## config.mk

```make
export PLATFORM = sky130hd
export DESIGN_NAME = sptr_pointer_interp
export DESIGN_NICKNAME = d
export VERILOG_FILES = /design/src/inc/sptr_pkg.sv /design/src/inc/sptr_mem_if.sv /design/src/rtl/sptr_pointer_interp.sv /design/src/rtl/sptr_slip_mem.sv
export VERILOG_INCLUDE_DIRS = /design/src /design/src/inc
export SDC_FILE = /design/constraint.sdc
export NUM_CORES = 1
export LEC_CHECK = 0
export BUFFER_PORTS_ARGS = -buffer_cell sky130_fd_sc_hd__buf_2
export CAP_MARGIN = 15
export CORE_AREA = 2 2 223 225
export CTS_BUF_LIST = sky130_fd_sc_hd__clkbuf_8
export DETAILED_ROUTE_END_ITERATION = 10
export DIE_AREA = 0 0 225 227
export SLEW_MARGIN = 40
export SYNTH_ARGS = -nofsm -noshare
export SYNTH_HDL_FRONTEND = slang
export SYNTH_SLANG_ARGS = --single-unit
```

## constraint.sdc

```tcl
create_clock -name clk -period 4.7 [get_ports clk]
set_clock_uncertainty 0.15 [all_clocks]
set_input_delay 0.235 -clock clk [delete_from_list [all_inputs] [get_ports clk]]
set_output_delay 0.235 -clock clk [all_outputs]
set_load 0.02 [all_outputs]
```

## src/inc/sptr_params.svh

```systemverilog
// Constants for the frame pointer interpreter and its slip buffer.
`ifndef SPTR_PARAMS_SVH
`define SPTR_PARAMS_SVH

// ---------------------------------------------------------------
// Frame geometry
// ---------------------------------------------------------------
`define SPTR_COLS 7'h5A
`define SPTR_ROWS 4'h9
`define SPTR_TOH_COLS 7'h03
`define SPTR_PTR_ROW 4'h3
`define SPTR_ENV_ROW_LEN 10'h057
`define SPTR_ENV_WRAP 10'h20A

// ---------------------------------------------------------------
// Framing pattern and loss count
// ---------------------------------------------------------------
`define SPTR_A1 8'hF6
`define SPTR_A2 8'h28
`define SPTR_MISS_LIMIT 3'h4

// ---------------------------------------------------------------
// Pointer word fields
// ---------------------------------------------------------------
`define SPTR_PTR_MAX 10'h30F
`define SPTR_I_MASK 10'h2AA
`define SPTR_D_MASK 10'h155
`define SPTR_STUFF_BYTE 8'h00

`endif

```

## src/inc/sptr_pkg.sv

```systemverilog
// Types shared by the pointer interpreter modules.
package sptr_pkg;

	// Frame alignment states.
	typedef enum logic [1:0] {
		SPTR_HUNT = 2'b00,
		SPTR_PRESYNC = 2'b01,
		SPTR_SYNC = 2'b10
	} sptr_align_t;

	// Pointer adjustment waiting to be applied in the next frame.
	typedef enum logic [1:0] {
		SPTR_ADJ_NONE = 2'b00,
		SPTR_ADJ_INC = 2'b01,
		SPTR_ADJ_DEC = 2'b10
	} sptr_adj_t;

endpackage : sptr_pkg

```

## src/inc/sptr_mem_if.sv

```systemverilog
// Port bundle between the interpreter and its slip buffer memory.
interface sptr_mem_if #(
	parameter int AW = 4
);
	logic wr_en;
	logic [AW-1:0] wr_addr;
	logic [7:0] wr_data;
	logic rd_en;
	logic [AW-1:0] rd_addr;
	logic [7:0] rd_data;

	modport ctl (
		output wr_en, wr_addr, wr_data, rd_en, rd_addr,
		input rd_data
	);
	modport mem (
		input wr_en, wr_addr, wr_data, rd_en, rd_addr,
		output rd_data
	);
endinterface : sptr_mem_if

```

## src/rtl/sptr_pointer_interp.sv

```systemverilog
// Frame aligner, payload pointer interpreter and slip buffer control.
`include "sptr_params.svh"

module sptr_pointer_interp #(
	parameter int AW = 4,
	parameter int LOW_FILL = 2
) (
	// Clock and reset.
	input wire logic clk,
	input wire logic rstn,
	// Incoming byte stream, one strobe per f1 byte.
	input wire logic in_valid,
	input wire logic [7:0] in_byte,
	// Outgoing byte stream, one strobe per f2 byte.
	input wire logic out_ready,
	output logic out_valid,
	output logic [7:0] out_byte,
	output logic out_stuff,
	// Alignment and pointer status.
	output logic in_sync,
	output logic [9:0] ptr_value,
	output logic ptr_ok,
	output logic ptr_invalid,
	output logic ptr_inc,
	output logic ptr_dec,
	output logic j1_mark,
	output logic slip_overflow
);
	typedef struct packed {
		sptr_pkg::sptr_align_t st;
		logic [2:0] miss;
		logic [6:0] col;
		logic [3:0] row;
		logic [7:0] prev;
		logic [7:0] h1;
		logic [9:0] ptr;
		logic ptr_ok;
		sptr_pkg::sptr_adj_t adj;
		logic inv;
		logic inc;
		logic dec;
		logic j1;
		logic ovf;
		logic [AW:0] wr_ptr;
		logic [AW:0] rd_ptr;
		logic out_valid;
		logic out_stuff;
	} sptr_state_t;

	sptr_state_t s;
	sptr_state_t next_s;
	sptr_mem_if #(.AW(AW)) mif ();

	// ---------------------------------------------------------------
	// Helpers
	// ---------------------------------------------------------------

	// Envelope offset of a byte at a given row and column.
	function automatic logic [9:0] env_off(input logic [3:0] row,
			input logic [6:0] col);
		logic [9:0] r;
		logic [9:0] c;
		r = 10'(row);
		c = 10'(col) - 10'(`SPTR_TOH_COLS);
		if (row >= `SPTR_PTR_ROW) begin
			env_off = 10'((r - 10'(`SPTR_PTR_ROW)) * `SPTR_ENV_ROW_LEN + c);
		end else begin
			env_off = 10'(`SPTR_ENV_WRAP + r * `SPTR_ENV_ROW_LEN + c);
		end
	endfunction : env_off

	// True when three or more of the five masked bits are inverted.
	function automatic logic most_set(input logic [9:0] x,
			input logic [9:0] mask);
		logic [9:0] y;
		logic [2:0] n;
		y = x & mask;
		n = 3'h0;
		for (int k = 0; k < 10; k++) begin
			n = n + 3'(y[k]);
		end
		most_set = (n >= 3'h3);
	endfunction : most_set

	// ---------------------------------------------------------------
	// Next state
	// ---------------------------------------------------------------
	always_comb begin
		logic [9:0] word;
		logic [9:0] diff;
		logic [AW:0] fill;
		logic a_hit;
		word = {s.h1[1:0], in_byte};
		diff = word ^ s.ptr;
		fill = s.wr_ptr - s.rd_ptr;
		a_hit = (s.prev == `SPTR_A1) && (in_byte == `SPTR_A2);
		next_s = s;
		next_s.inv = 1'b0;
		next_s.inc = 1'b0;
		next_s.dec = 1'b0;
		next_s.j1 = 1'b0;
		next_s.ovf = 1'b0;
		next_s.out_valid = 1'b0;
		next_s.out_stuff = 1'b0;
		mif.wr_en = 1'b0;
		mif.wr_addr = s.wr_ptr[AW-1:0];
		mif.wr_data = in_byte;
		mif.rd_en = 1'b0;
		mif.rd_addr = s.rd_ptr[AW-1:0];
		if (in_valid) begin
			next_s.prev = in_byte;
			// Column and row counters walk the frame byte by byte.
			if (s.col == `SPTR_COLS - 7'h01) begin
				next_s.col = 7'h00;
				next_s.row = (s.row == `SPTR_ROWS - 4'h1) ? 4'h0 :
					s.row + 4'h1;
			end else begin
				next_s.col = s.col + 7'h01;
			end
			// Framing pattern checked where it is expected.
			if (s.st == sptr_pkg::SPTR_HUNT) begin
				if (a_hit) begin
					next_s.st = sptr_pkg::SPTR_PRESYNC;
					next_s.col = 7'h02;
					next_s.row = 4'h0;
				end
			end else if (s.row == 4'h0 && s.col == 7'h01) begin
				if (a_hit) begin
					next_s.st = sptr_pkg::SPTR_SYNC;
					next_s.miss = 3'h0;
				end else if (s.st == sptr_pkg::SPTR_PRESYNC ||
						s.miss + 3'h1 >= `SPTR_MISS_LIMIT) begin
					next_s.st = sptr_pkg::SPTR_HUNT;
					next_s.miss = 3'h0;
					next_s.ptr_ok = 1'b0;
					next_s.adj = sptr_pkg::SPTR_ADJ_NONE;
				end else begin
					next_s.miss = s.miss + 3'h1;
				end
			end
			// Pointer bytes are read only while in frame.
			if (s.st == sptr_pkg::SPTR_SYNC &&
					s.row == `SPTR_PTR_ROW) begin
				if (s.col == 7'h00) begin
					next_s.h1 = in_byte;
				end else if (s.col == 7'h01) begin
					if (s.adj == sptr_pkg::SPTR_ADJ_INC) begin
						// Apply the increment seen one frame ago.
						next_s.ptr = (s.ptr == `SPTR_PTR_MAX) ? 10'h000 :
							s.ptr + 10'h001;
						next_s.adj = sptr_pkg::SPTR_ADJ_NONE;
					end else if (s.adj == sptr_pkg::SPTR_ADJ_DEC) begin
						// Apply the decrement seen one frame ago.
						next_s.ptr = (s.ptr == 10'h000) ? `SPTR_PTR_MAX :
							s.ptr - 10'h001;
						next_s.adj = sptr_pkg::SPTR_ADJ_NONE;
					end else if (s.ptr_ok && most_set(diff, `SPTR_I_MASK) &&
							!most_set(diff, `SPTR_D_MASK)) begin
						next_s.inc = 1'b1; // Inverted I bits.
						next_s.adj = sptr_pkg::SPTR_ADJ_INC;
					end else if (s.ptr_ok && most_set(diff, `SPTR_D_MASK) &&
							!most_set(diff, `SPTR_I_MASK)) begin
						next_s.dec = 1'b1; // Inverted D bits.
						next_s.adj = sptr_pkg::SPTR_ADJ_DEC;
					end else if (word > `SPTR_PTR_MAX) begin
						next_s.inv = 1'b1; // Out of range, kept out.
					end else begin
						next_s.ptr = word; // Low ten bits of H1:H2.
						next_s.ptr_ok = 1'b1;
					end
				end
			end
			// J1 found where the envelope offset equals the pointer.
			if (s.st == sptr_pkg::SPTR_SYNC && s.ptr_ok &&
					s.col >= `SPTR_TOH_COLS &&
					env_off(s.row, s.col) == s.ptr) begin
				next_s.j1 = 1'b1;
			end
			// Every f1 byte enters the slip buffer unless it is full.
			if (fill[AW]) begin
				next_s.ovf = 1'b1;
			end else begin
				mif.wr_en = 1'b1;
				next_s.wr_ptr = s.wr_ptr + (AW+1)'(1);
			end
		end
		// Each f2 strobe takes one byte or inserts a stuff byte.
		if (out_ready) begin
			next_s.out_valid = 1'b1;
			if (fill <= (AW+1)'(LOW_FILL)) begin
				next_s.out_stuff = 1'b1; // Dummy byte, flagged.
			end else begin
				mif.rd_en = 1'b1; // Steady fill stuffs nothing.
				next_s.rd_ptr = s.rd_ptr + (AW+1)'(1);
			end
		end
	end

	// State register.
	always_ff @(posedge clk) begin
		if (!rstn) begin
			s <= '0;
		end else begin
			s <= next_s;
		end
	end

	// Slip buffer storage.
	sptr_slip_mem #(.AW(AW)) u_mem (
		.clk(clk),
		.rstn(rstn),
		.m(mif.mem)
	);

	// ---------------------------------------------------------------
	// Outputs
	// ---------------------------------------------------------------

	// Stuff bytes carry a fixed value in place of buffer data.
	assign out_valid = s.out_valid;
	assign out_stuff = s.out_stuff;
	assign out_byte = s.out_stuff ? `SPTR_STUFF_BYTE : mif.rd_data;
	assign in_sync = (s.st == sptr_pkg::SPTR_SYNC);
	assign ptr_value = s.ptr;
	assign ptr_ok = s.ptr_ok;
	assign ptr_invalid = s.inv;
	assign ptr_inc = s.inc;
	assign ptr_dec = s.dec;
	assign j1_mark = s.j1;
	assign slip_overflow = s.ovf;

endmodule : sptr_pointer_interp

```

## src/rtl/sptr_slip_mem.sv

```systemverilog
// Slip buffer storage with one write port and a registered read port.
module sptr_slip_mem #(
	parameter int AW = 4
) (
	// Clock and reset.
	input wire logic clk,
	input wire logic rstn,
	// Memory port.
	sptr_mem_if.mem m
);
	localparam int DEPTH = 1 << AW;

	typedef struct packed {
		logic [DEPTH-1:0][7:0] mem;
		logic [7:0] rd_data;
	} sptr_mem_state_t;

	sptr_mem_state_t s;
	sptr_mem_state_t next_s;

	// Write stores a byte, read loads the output register.
	always_comb begin
		next_s = s;
		if (m.wr_en) begin
			next_s.mem[m.wr_addr] = m.wr_data;
		end
		if (m.rd_en) begin
			next_s.rd_data = s.mem[m.rd_addr];
		end
	end

	// State register.
	always_ff @(posedge clk) begin
		if (!rstn) begin
			s <= '0;
		end else begin
			s <= next_s;
		end
	end

	assign m.rd_data = s.rd_data;

endmodule : sptr_slip_mem

```

Word-level counts from Yosys, hierarchy flattened
Index checks and enable logic that the tools add are counted.

word-level totals
  register bits = 198
  input port bits = 12
  word-level logic and storage cells = 179

cells by class
  $add $sub $neg = 21
  multipliers = 2
  magnitude comparators = 10
  equal/unequal tests = 17
  muxes and demuxes = 55
  bitwise gates (word level) = 9
  reductions and logical operators = 30

operators with widths
  operator                                                               number
  128-bit bitwise mux                                                    1
  10-bit 2-to-1 mux                                                      6
  11-bit 2-to-1 mux                                                      5
  8-bit binary-select mux with 4-bit select                              1
  8-bit demux with 4-bit select                                          1
  8-bit 2-to-1 mux                                                       3
  3-bit 2-to-1 mux                                                       7
  10-bit adder                                                           2
  6-bit 2-to-1 mux                                                       3
  2-bit 2-to-1 mux                                                       8
  1-bit 2-to-1 mux                                                       15
  3-bit by 1-bit adder with 3-bit output                                 4
  1-bit logical AND                                                      11
  10-bit by 1-bit adder with 10-bit output (second input constant)       1
  10-bit adder (first input constant)                                    1
  5-bit by 1-bit adder with 5-bit output (second input constant)         2
  10-bit equality test                                                   1
  10-bit equality test (second input constant)                           1
  10-bit greater-than comparator (second input constant)                 1
  10-bit zero test                                                       1
  4-bit by 5-bit < comparator with 1-bit output (second input constant)  2
  4-bit by 7-bit multiplier with 10-bit output (second input constant)   1
  5-bit by 8-bit multiplier with 10-bit output (second input constant)   1
  5-bit 2-to-1 mux                                                       2
  43 further kinds                                                       63

Logic depth before layout (Yosys ltp)
Gate-level depths: netlist of run 1.

  depth in word-level cells = 15
  mapped depth = 20
  gate-level depth less buffers = 20

Hierarchy
Synthesis of run 1 repeated with hierarchy kept, for this count alone.

second synthesis, totals
  cells, all modules = 1374
  area total of the unflattened synthesis = 12014.0 um^2

modules (own cells, without submodules)
  module               times used  cells an instance  area an instance (um^2)  sequential area each (um^2)
  sptr_slip_mem        1           679                6361.1                   2722.6
  sptr_pointer_interp  1           695                5652.9                   1121.1

Worst setup path before layout of run 1
No wires, ideal clock.

  path kind = reg-to-reg
  start = register s[48] (netlist bit)
  end = register s (netlist bit j1_mark)
  library setup time = 0.092 ns
  arrival time = 4.551 ns
  data required time = 4.458 ns
  slack = -0.093 ns
  stages on the path, launching flop included = 19
  buffers on the path = 0
  clock period less this slack = 4.793 ns
  cells stage by stage = dfxtp_1 > inv_1 > ha_1 > a21oi_1 > xnor2_1 > nand2b_1 > ha_1 > inv_1 > fa_1 > inv_1 > fa_1 > inv_1 > fa_1 > xnor2_1 > o2bb2ai_1 > xnor2_1 > nand4_1 > or4_1 > nor4_1

between the ends
  cells in the longest elaborated chain, start to end = 8
  elaborated cells on any way between the ends = 12
  those cells by class = add/sub: 4; mul: 2; order compare: 1; eq/ne: 1; mux: 3; reduce/logical: 1

RTL lines
  element                                                                                                                line                        text
  from (decl)                                                                                                            sptr_pointer_interp.sv:50   sptr_state_t s;
  from (signal assigned)                                                                                                 sptr_pointer_interp.sv:204  s <= next_s;
  4-bit by 7-bit multiplier with 10-bit output (no line) or 4-bit by 2-bit subtractor with 5-bit output (tied branches)  --
  10-bit adder (no line) or 5-bit by 8-bit multiplier with 10-bit output (tied branches)                                 --
  10-bit adder, on equally long branches                                                                                 --
  10-bit 2-to-1 mux (*)                                                                                                  sptr_pointer_interp.sv:65   if (row >= `SPTR_PTR_ROW) begin
  10-bit 2-to-1 mux (*)                                                                                                  sptr_pointer_interp.sv:110  if (in_valid) begin
  10-bit equality test (*)                                                                                               sptr_pointer_interp.sv:176  env_off(s.row, s.col) == s.ptr) begin
  1-bit logical AND (*)                                                                                                  sptr_pointer_interp.sv:174  if (s.st == sptr_pkg::SPTR_SYNC && s.ptr_ok &&
  1-bit 2-to-1 mux (*)                                                                                                   sptr_pointer_interp.sv:174

Every way passes the cells marked *; elsewhere a longest branch is shown, timed or not. The select of a mux whose other input is x is not followed.
A chain may end at the register's enable or synchronous reset.

Final worst setup path of run 1
  start = register s[50] (netlist bit)
  end = register s (netlist bit j1_mark)

between the ends
  cells in the longest elaborated chain, start to end = 7
  elaborated cells on any way between the ends = 10
  those cells by class = add/sub: 3; order compare: 1; eq/ne: 1; mux: 3; reduce/logical: 2

RTL lines
  element                                      line                        text
  7-bit by 2-bit subtractor with 8-bit output  sptr_pointer_interp.sv:64   c = 10'(col) - 10'(`SPTR_TOH_COLS);
  10-bit adder, on equally long branches       --
  10-bit 2-to-1 mux                            sptr_pointer_interp.sv:65
  10-bit 2-to-1 mux                            sptr_pointer_interp.sv:110
  10-bit equality test                         sptr_pointer_interp.sv:176
  1-bit logical AND (*)                        sptr_pointer_interp.sv:174
  1-bit 2-to-1 mux (*)                         sptr_pointer_interp.sv:174

Marked as above.

==> impl_results.md, run 1 <==
* CP max stage cell: fa_1
* Max clock buf depth at 2
* Routed WL at 28900 um
* GRT Max-Usage Layer: met2
* I/O Buffers at 38
* Crit. End Element: register
* Commonest non-fill, non-tap cells in the layout: nor2_1 (191), dfxtp_1 (183), mux2i_1 (153)
* Cells after Synth at 1197
* Clock share of power at 0.274
* CP startpoint kind: register
* Hold Vio Cnt, Final at 0
* Syn Nets at 1310
* Global-route wire length before repair at about 46000 um
* Vias in the first global route at 8497
* Sw Ratio at 0.340
* Worst VDD drop at between 0.0002 and 0.0003 V
* CTS root buf: clkbuf_8
* Post-synth top area share at 0.333
* Top cells by area, synth: dfxtp_1 (33%), mux2i_1 (13%), ha_1 (8.3%)
* GR Util All Layers at 0.116
* Total power at 4010 uW
* Post-synth EDFFs at 0
* Netlist cell types at 74
* Minimum clock period after layout at about 4700 ps
* CTS tree: yes
* Power per cell area at ~310 nW/um^2
* CTS Buf Count at 17
* Status: complete, no violations
* Layout cell share with drive strength beyond 1 at 0.184
* Routed wire per std cell at between 15 and 20 um
* Area growth syn-to-layout at 14.0%
* Worst-margin pin slew at around 780 ps
* H-tree Lvls at 4
* Starting Density at 0.237
* Iter 0 DRT Violations at between 500 and 600
* Gp weighted congestion at between 0.8 and 0.9
* Sequential area share after synthesis at 0.333
* LEAKAGE at just over 0.006 uW
* Synth Warn # at 0
* Met2 Use GR at 0.193
* Internal power at approximately 2600 uW
* Max-cap viol count at 0
* Cell area after synthesis at 11500 sq um
* Vias per std cell at 4.59
* Finished Core Util at 0.271
* Via count at ~8500
* Skew-Pair Late Insertion Delay at 500 ps
* Most common library cell in the layout ignoring fill and taps: nor2_1
* Synth Area per Inst at just under 10 sq um
* Max Clk Rate at 214 MHz
* Hold Crit Class: in -> reg
* Synth area leader: dfxtp_1
* Initial antenna violation count at 1
* Num rows at 81
* Die height at between 200 and 250 um
* DRT Pass-1 Iters at 5
* Reg power frac at 0.433
* # setup viols final at 0
* Crit path required time at about 5000 ps
* DP HPWL at about 20000 um
* WP data arrival at around 4900 ps
* Post-synth top flop: dfxtp_1
* Setup TNS at 0 ps
* Synth async-reset ratio at 0
* Fin nets at between 1000 and 1500
* Num ports at 39
* CP peak stage delay at roughly 550 ps
* Max FO, Critical Path at 2
* Die width at between 200 and 250 um
* GRT met3 Usage at 0.0197
* GRT met1 Usage at 0.150
* Combinational share of power at 0.294
* Period Utilization, post-route at 0.993
* Core ar. at between 40000 and 50000 sq um
* Gr ovfl total at 0
* Max Slew Vio Count at 0
* Max-slew headroom at 0.476
* CTS sink count at roughly 190
* CTS clk-pin slew, worst paths at between 100 and 150 ps
* Synthesized flop and latch total at around 190
* Pin count of the biggest net entering global routing at 63
* Worst-path cell chain: ha_4 > nor3_4 > xor2_1 > ha_1 > ha_1 > inv_1 > fa_1 > inv_2 > fa_1 > buf_6 > ha_4 > a211oi_4 > nor2_2 > xor2_2 > mux2i_1 > xnor2_1 > or4_4 > nor4_4
* Post-route ant nets at 0
* Critical path class: reg -> reg
* RSZ-0062 raised after global routing: yes
* DRC Markers at 0
* Full die area at a little over 50000 sq um
* NetSw at ~1400 uW
==> power groups by stage <==
| stage | clock network [uW] | logic (uW) | registers [uW] |
|---|---|---|---|
| after floorplan | 0 | 858 | 1770 |
| after global placement | 0 | 1110 | 1770 |
| after detailed placement | 0 | 1130 | 1780 |
| after CTS | 1140 | 1130 | 1740 |
| after global routing | 1200 | 1310 | 1750 |
| final | 1100 | 1180 | 1740 |
==> state kept, by name, summed over array words and instances, names as in the netlist <==
name             flops
u_mem.s            128
s                   30
ptr_value           10
u_mem.m.rd_data      8
mif.rd_addr          4
mif.wr_addr          4
j1_mark              1
out_stuff            1
out_valid            1
ptr_dec              1
ptr_inc              1
ptr_invalid          1
ptr_ok               1
slip_overflow        1
==> cell type report <==
cell class,instances,area (sq um)
tap,622,778
clock buffer,20,275
clock inverter,12,116
inverter,80,303
fill,5073,35400
sequential,192,3860
timing repair buffer,95,628
antenna,1,2.50
multi-input combinational,839,7180
==> Yosys cell counts, types with 22 or more instances <==
cell type,count
nor2_1,193
dfxtp_1,192
mux2i_1,153
inv_1,78
ha_1,76
clkbuf_1,53
xnor2_1,42
mux4_2,40
a21oi_1,37
nand2_1,35
o21ai_0,27
fa_1,25
xor2_1,25
nand3_1,22
==> worst max-delay path, delay by kind of cell (launching register included) <==
kind / cells / cell delay (ps)
simple gates: 4 / 1060
compound gates: 1 / 230
fa+ha+maj: 6 / 1960
buf+inv: 3 / 200
mux: 1 / 170
xor+xnor: 3 / 480
flops: 1 / 350
==> final timing paths <==
check,start,endpoint,slack [ps],cells after the start
setup / recovery,s[50],j1_mark,30,18
hold / removal,rstn,s[17],90,2
setup reg to reg,s[50],j1_mark,30,18
hold reg to reg,s[58],s[58],310,2
==> cells by family (layout without fill, tap and decap cells) <==
logic type,Yosys count,count (layout),share of synthesized area
adder cells (fa/ha/maj),101,101,0.126
XOR/XNOR,67,67,0.0509
AND/OR/NAND/NOR,349,349,0.143
flip-flops,192,192,0.333
other,0,1,0
AO/OA/AOI/OAI,129,129,0.0754
multiplexers,193,193,0.211
buffers and inverters,166,207,0.0604
==> layer usage <==
layer / wire (um) / vias up
li1: - / 4165
met1: 13300 / 4174
met2: 13900 / 163
met3: 1010 / 36
met4: 722 / 0
met5: 0 / -
==> per-stage QoR <==
stage                     cell area [sq um]  hold WS, ps  cells  worst slack (ps)
after detailed placement              12500          299   1818              -161
final                                 13100         86.3   1861              30.9
after global placement                12500          298   1817             -79.3
after CTS                             12900         51.1   1852              6.14
after global routing                  13100         54.8   1861              -158
after floorplan                       11500          227   1197              21.5
==> timing repair <==
action                                  4_1_cts  5_1_grt
gates resized for setup                       4       39
hold buffers                                  1        0
endpoints found under the setup margin        1        1
buffers inserted                              1        8
pin swaps                                     3       22
endpoints found under the hold margin         1        0
Note: power is estimated with default switching activity, not from simulation.
==> run 2, diff against run 1 <==
Settings changed: CORE_AREA 2 2 223 225 to 2 2 206 208, DIE_AREA 0 0 225 227 to 0 0 208 210.
==> run 2 against run 1 <==
- worst hold slack improved by 29 ps
- largest power group unchanged
- sequential power about the same
- largest cell class unchanged
- non-clock buffer count decreased by 8
- critical path depth unchanged
- die area decreased by 14%
- fmax increased by 3.2%
- cell area decreased by 0.57%
- combinational power about the same
- critical path type unchanged
- cell count decreased by 4.9%
==> impl_results.md, run 2 (synthesized netlist as in run 1, its figures left out) <==
* Status: complete, no violations
* Max clock buf depth at 2 (unchanged)
* Worst-margin pin slew at 816 ps (+32.0 ps)
* Reg power frac at 0.435 (+0.002)
* Crit path required time at 4950 ps (-20 ps)
* Hold Crit Class: in -> reg
* Fin nets at 1330 (-0.60%)
* Vias per std cell at 4.84 (+5.4%)
* NetSw at 1380 uW (+0.87%)
* Clock share of power at 0.273 (about the same)
* Crit. End Element: register
* Worst VDD drop at 0.000163 V (-41%)
* Fin Hold WS at 116 ps (+29.5 ps)
* CP startpoint kind: register
* Routed WL at 28200 um (-2.5%)
* Power per cell area at 306 nW/um^2 (+0.14%)
* GR Util All Layers at 0.128 (+0.0126)
* Gp weighted congestion at 0.840 (-1.4%)
* Iter 0 DRT Violations at 453 (-11%)
* Max-cap viol count at 0 (unchanged)
* Starting Density at 0.278 (+0.0405)
* Minimum clock period after layout at 4520 ps (-146 ps)
* Total power at 4000 uW (-0.43%)
* LEAKAGE at 0.00601 uW (-0.71%)
* Combinational share of power at 0.292 (-0.002)
* Hold Vio Cnt, Final at 0 (unchanged)
* Top Family by Delay on Critical Path: adder cells
* Area growth syn-to-layout at 13.4%
* Gr ovfl total at 0 (unchanged)
* CTS Buf Count at 17 (unchanged)
* DRC Markers at 0 (unchanged)
* Number of non-filler instances in the completed layout at 1770 (-4.9%)
* CTS tree: yes
* Critical path class: reg -> reg
* Max Slew Vio Count at 0 (unchanged)
* # setup viols final at 0 (unchanged)
* Die width at 208 um (-7.6%)
* Period Utilization, post-route at 0.962 (-0.0311)
* Vias in the first global route at 8397 (-1.2%)
* Commonest non-fill, non-tap cells in the layout: nor2_1 (191), dfxtp_1 (183), mux2i_1 (153)
* Largest Register: u_mem.s
* Post-route ant nets at 0 (unchanged)
* Skew-Pair Late Insertion Delay at 490 ps (about the same)
* Num ports at 39 (unchanged)
* CTS sink count at 192 (unchanged)
* Die height at 210 um (-7.5%)
* Num rows at 75 (-7.4%)
* Initial antenna violation count at 0 (-1)
* WP data arrival at 4770 ps (-170 ps)
* Worst-path cell chain: buf_6 > or4_4 > a211oi_1 > buf_4 > ha_1 > ha_1 > inv_1 > fa_1 > inv_1 > ha_1 > ha_1 > o21a_1 > o31a_1 > o22ai_1 > xnor2_1 > mux2i_1 > xnor2_1 > nor4_1
* Max Clk Rate at 221 MHz (+3.2%)
* DP HPWL at 19900 um (-2.5%)
* Routed wire per std cell at 15.9 um (+2.6%)
* I/O Buffers at 38 (unchanged)
* Most common library cell in the layout ignoring fill and taps: nor2_1
* CP max stage cell: or4_4
* Full die area at 43700 sq um (-14%)
* Max FO, Critical Path at 9 (+7)
* Sw Ratio at 0.345 (+0.00446)
* Fill cells at 4235 (-17%)
* Internal power at 2620 uW (-1.1%)
* WP buf/inv at 4 (+1)
* DP Cell Count at 1725 (-5.1%)
* Largest register FFs at 128 (unchanged)
* CTS root buf: clkbuf_8
* Most used cell, CP: ha_1
* Core ar. at 41500 sq um (-15%)
* Via count at 8559 (+0.25%)
* Layout cell share with drive strength beyond 1 at 0.185 (+0.000385)
* CTS clk-pin slew, worst paths at 110 ps (about the same)
* DRT Pass-1 Iters at 5 (unchanged)
* CP peak stage delay at 560 ps (about the same)
* Global-route wire length before repair at 45200 um (-2.6%)
* H-tree Lvls at 4 (unchanged)
* Finished Core Util at 0.315 (+0.0443)
* Max-slew headroom at 0.454 (-0.0214)
* Pin count of the biggest net entering global routing at 95 (+51%)
* Setup TNS at 0 ps (unchanged)
## run 2: layout make-up
cell class,instances,area (sq um),area share
Tap cell,539,674,0.0516
Multi-Input combinational cell,839,7260,0.555
Clock buffer,17,234,0.0179
Inverter,80,305,0.0234
Clock inverter,15,170,0.0130
Sequential cell,192,3860,0.295
Timing Repair Buffer,87,564,0.0432
Antenna cell,1,2.50,0.000191
## run 2: path summary, 6_finish.rpt
check / start / endpoint / slack, ps / cells after the start
max: s[52] / j1_mark / 180 / 18
min: rstn / s[17] / 120 / 2
max reg2reg: s[52] / j1_mark / 180 / 18
min reg2reg: s[58] / s[58] / 320 / 2
## run 2: worst reg2reg max path: stages, from the launching register on
cell	delay (ps)
dfxtp_4	370
buf_6	150
or4_4	570
a211oi_1	240
buf_4	210
ha_1	250
ha_1	280
inv_1	50
fa_1	500
inv_1	40
ha_1	280
ha_1	330
o21a_1	120
o31a_1	110
o22ai_1	160
xnor2_1	150
mux2i_1	110
xnor2_1	140
nor4_1	250
## run 2: through the flow
stage / instance area (sq um) / worst slack, ps
finish: 13100 / 177
global route: 13100 / -47.8
CTS: 12700 / 12.4
detailed placement: 12300 / -152
floorplan: 11500 / 21.5
global placement: 12300 / -104
## run 2: what timing repair did
item / CTS / global route
hold endpoints to repair: 1 / 0
pin swaps: 4 / 29
hold buffers: 1 / 0
endpoints found under the setup margin: 1 / 1
resized for setup: 1 / 53
setup buffers: 2 / 9
## run 2: power groups by stage
stage          Sequential (uW)  Combinational (uW)  Clock [uW]
3_3_place_gp              1770                1090           0
4_1_cts                   1740                1120        1120
2_1_floorplan             1770                 858           0
5_1_grt                   1750                1290        1180
3_5_place_dp              1780                1110           0
6_report                  1740                1170        1090
## run 2: metal layers
layer  vias to the layer above  wire (um)  global-route usage
met4                         0        451              0.0360
met2                       138      14000               0.226
met5                         -          0                   0
li1                       4154          -                   -
met3                        27        818              0.0153
met1                      4240      12900               0.165
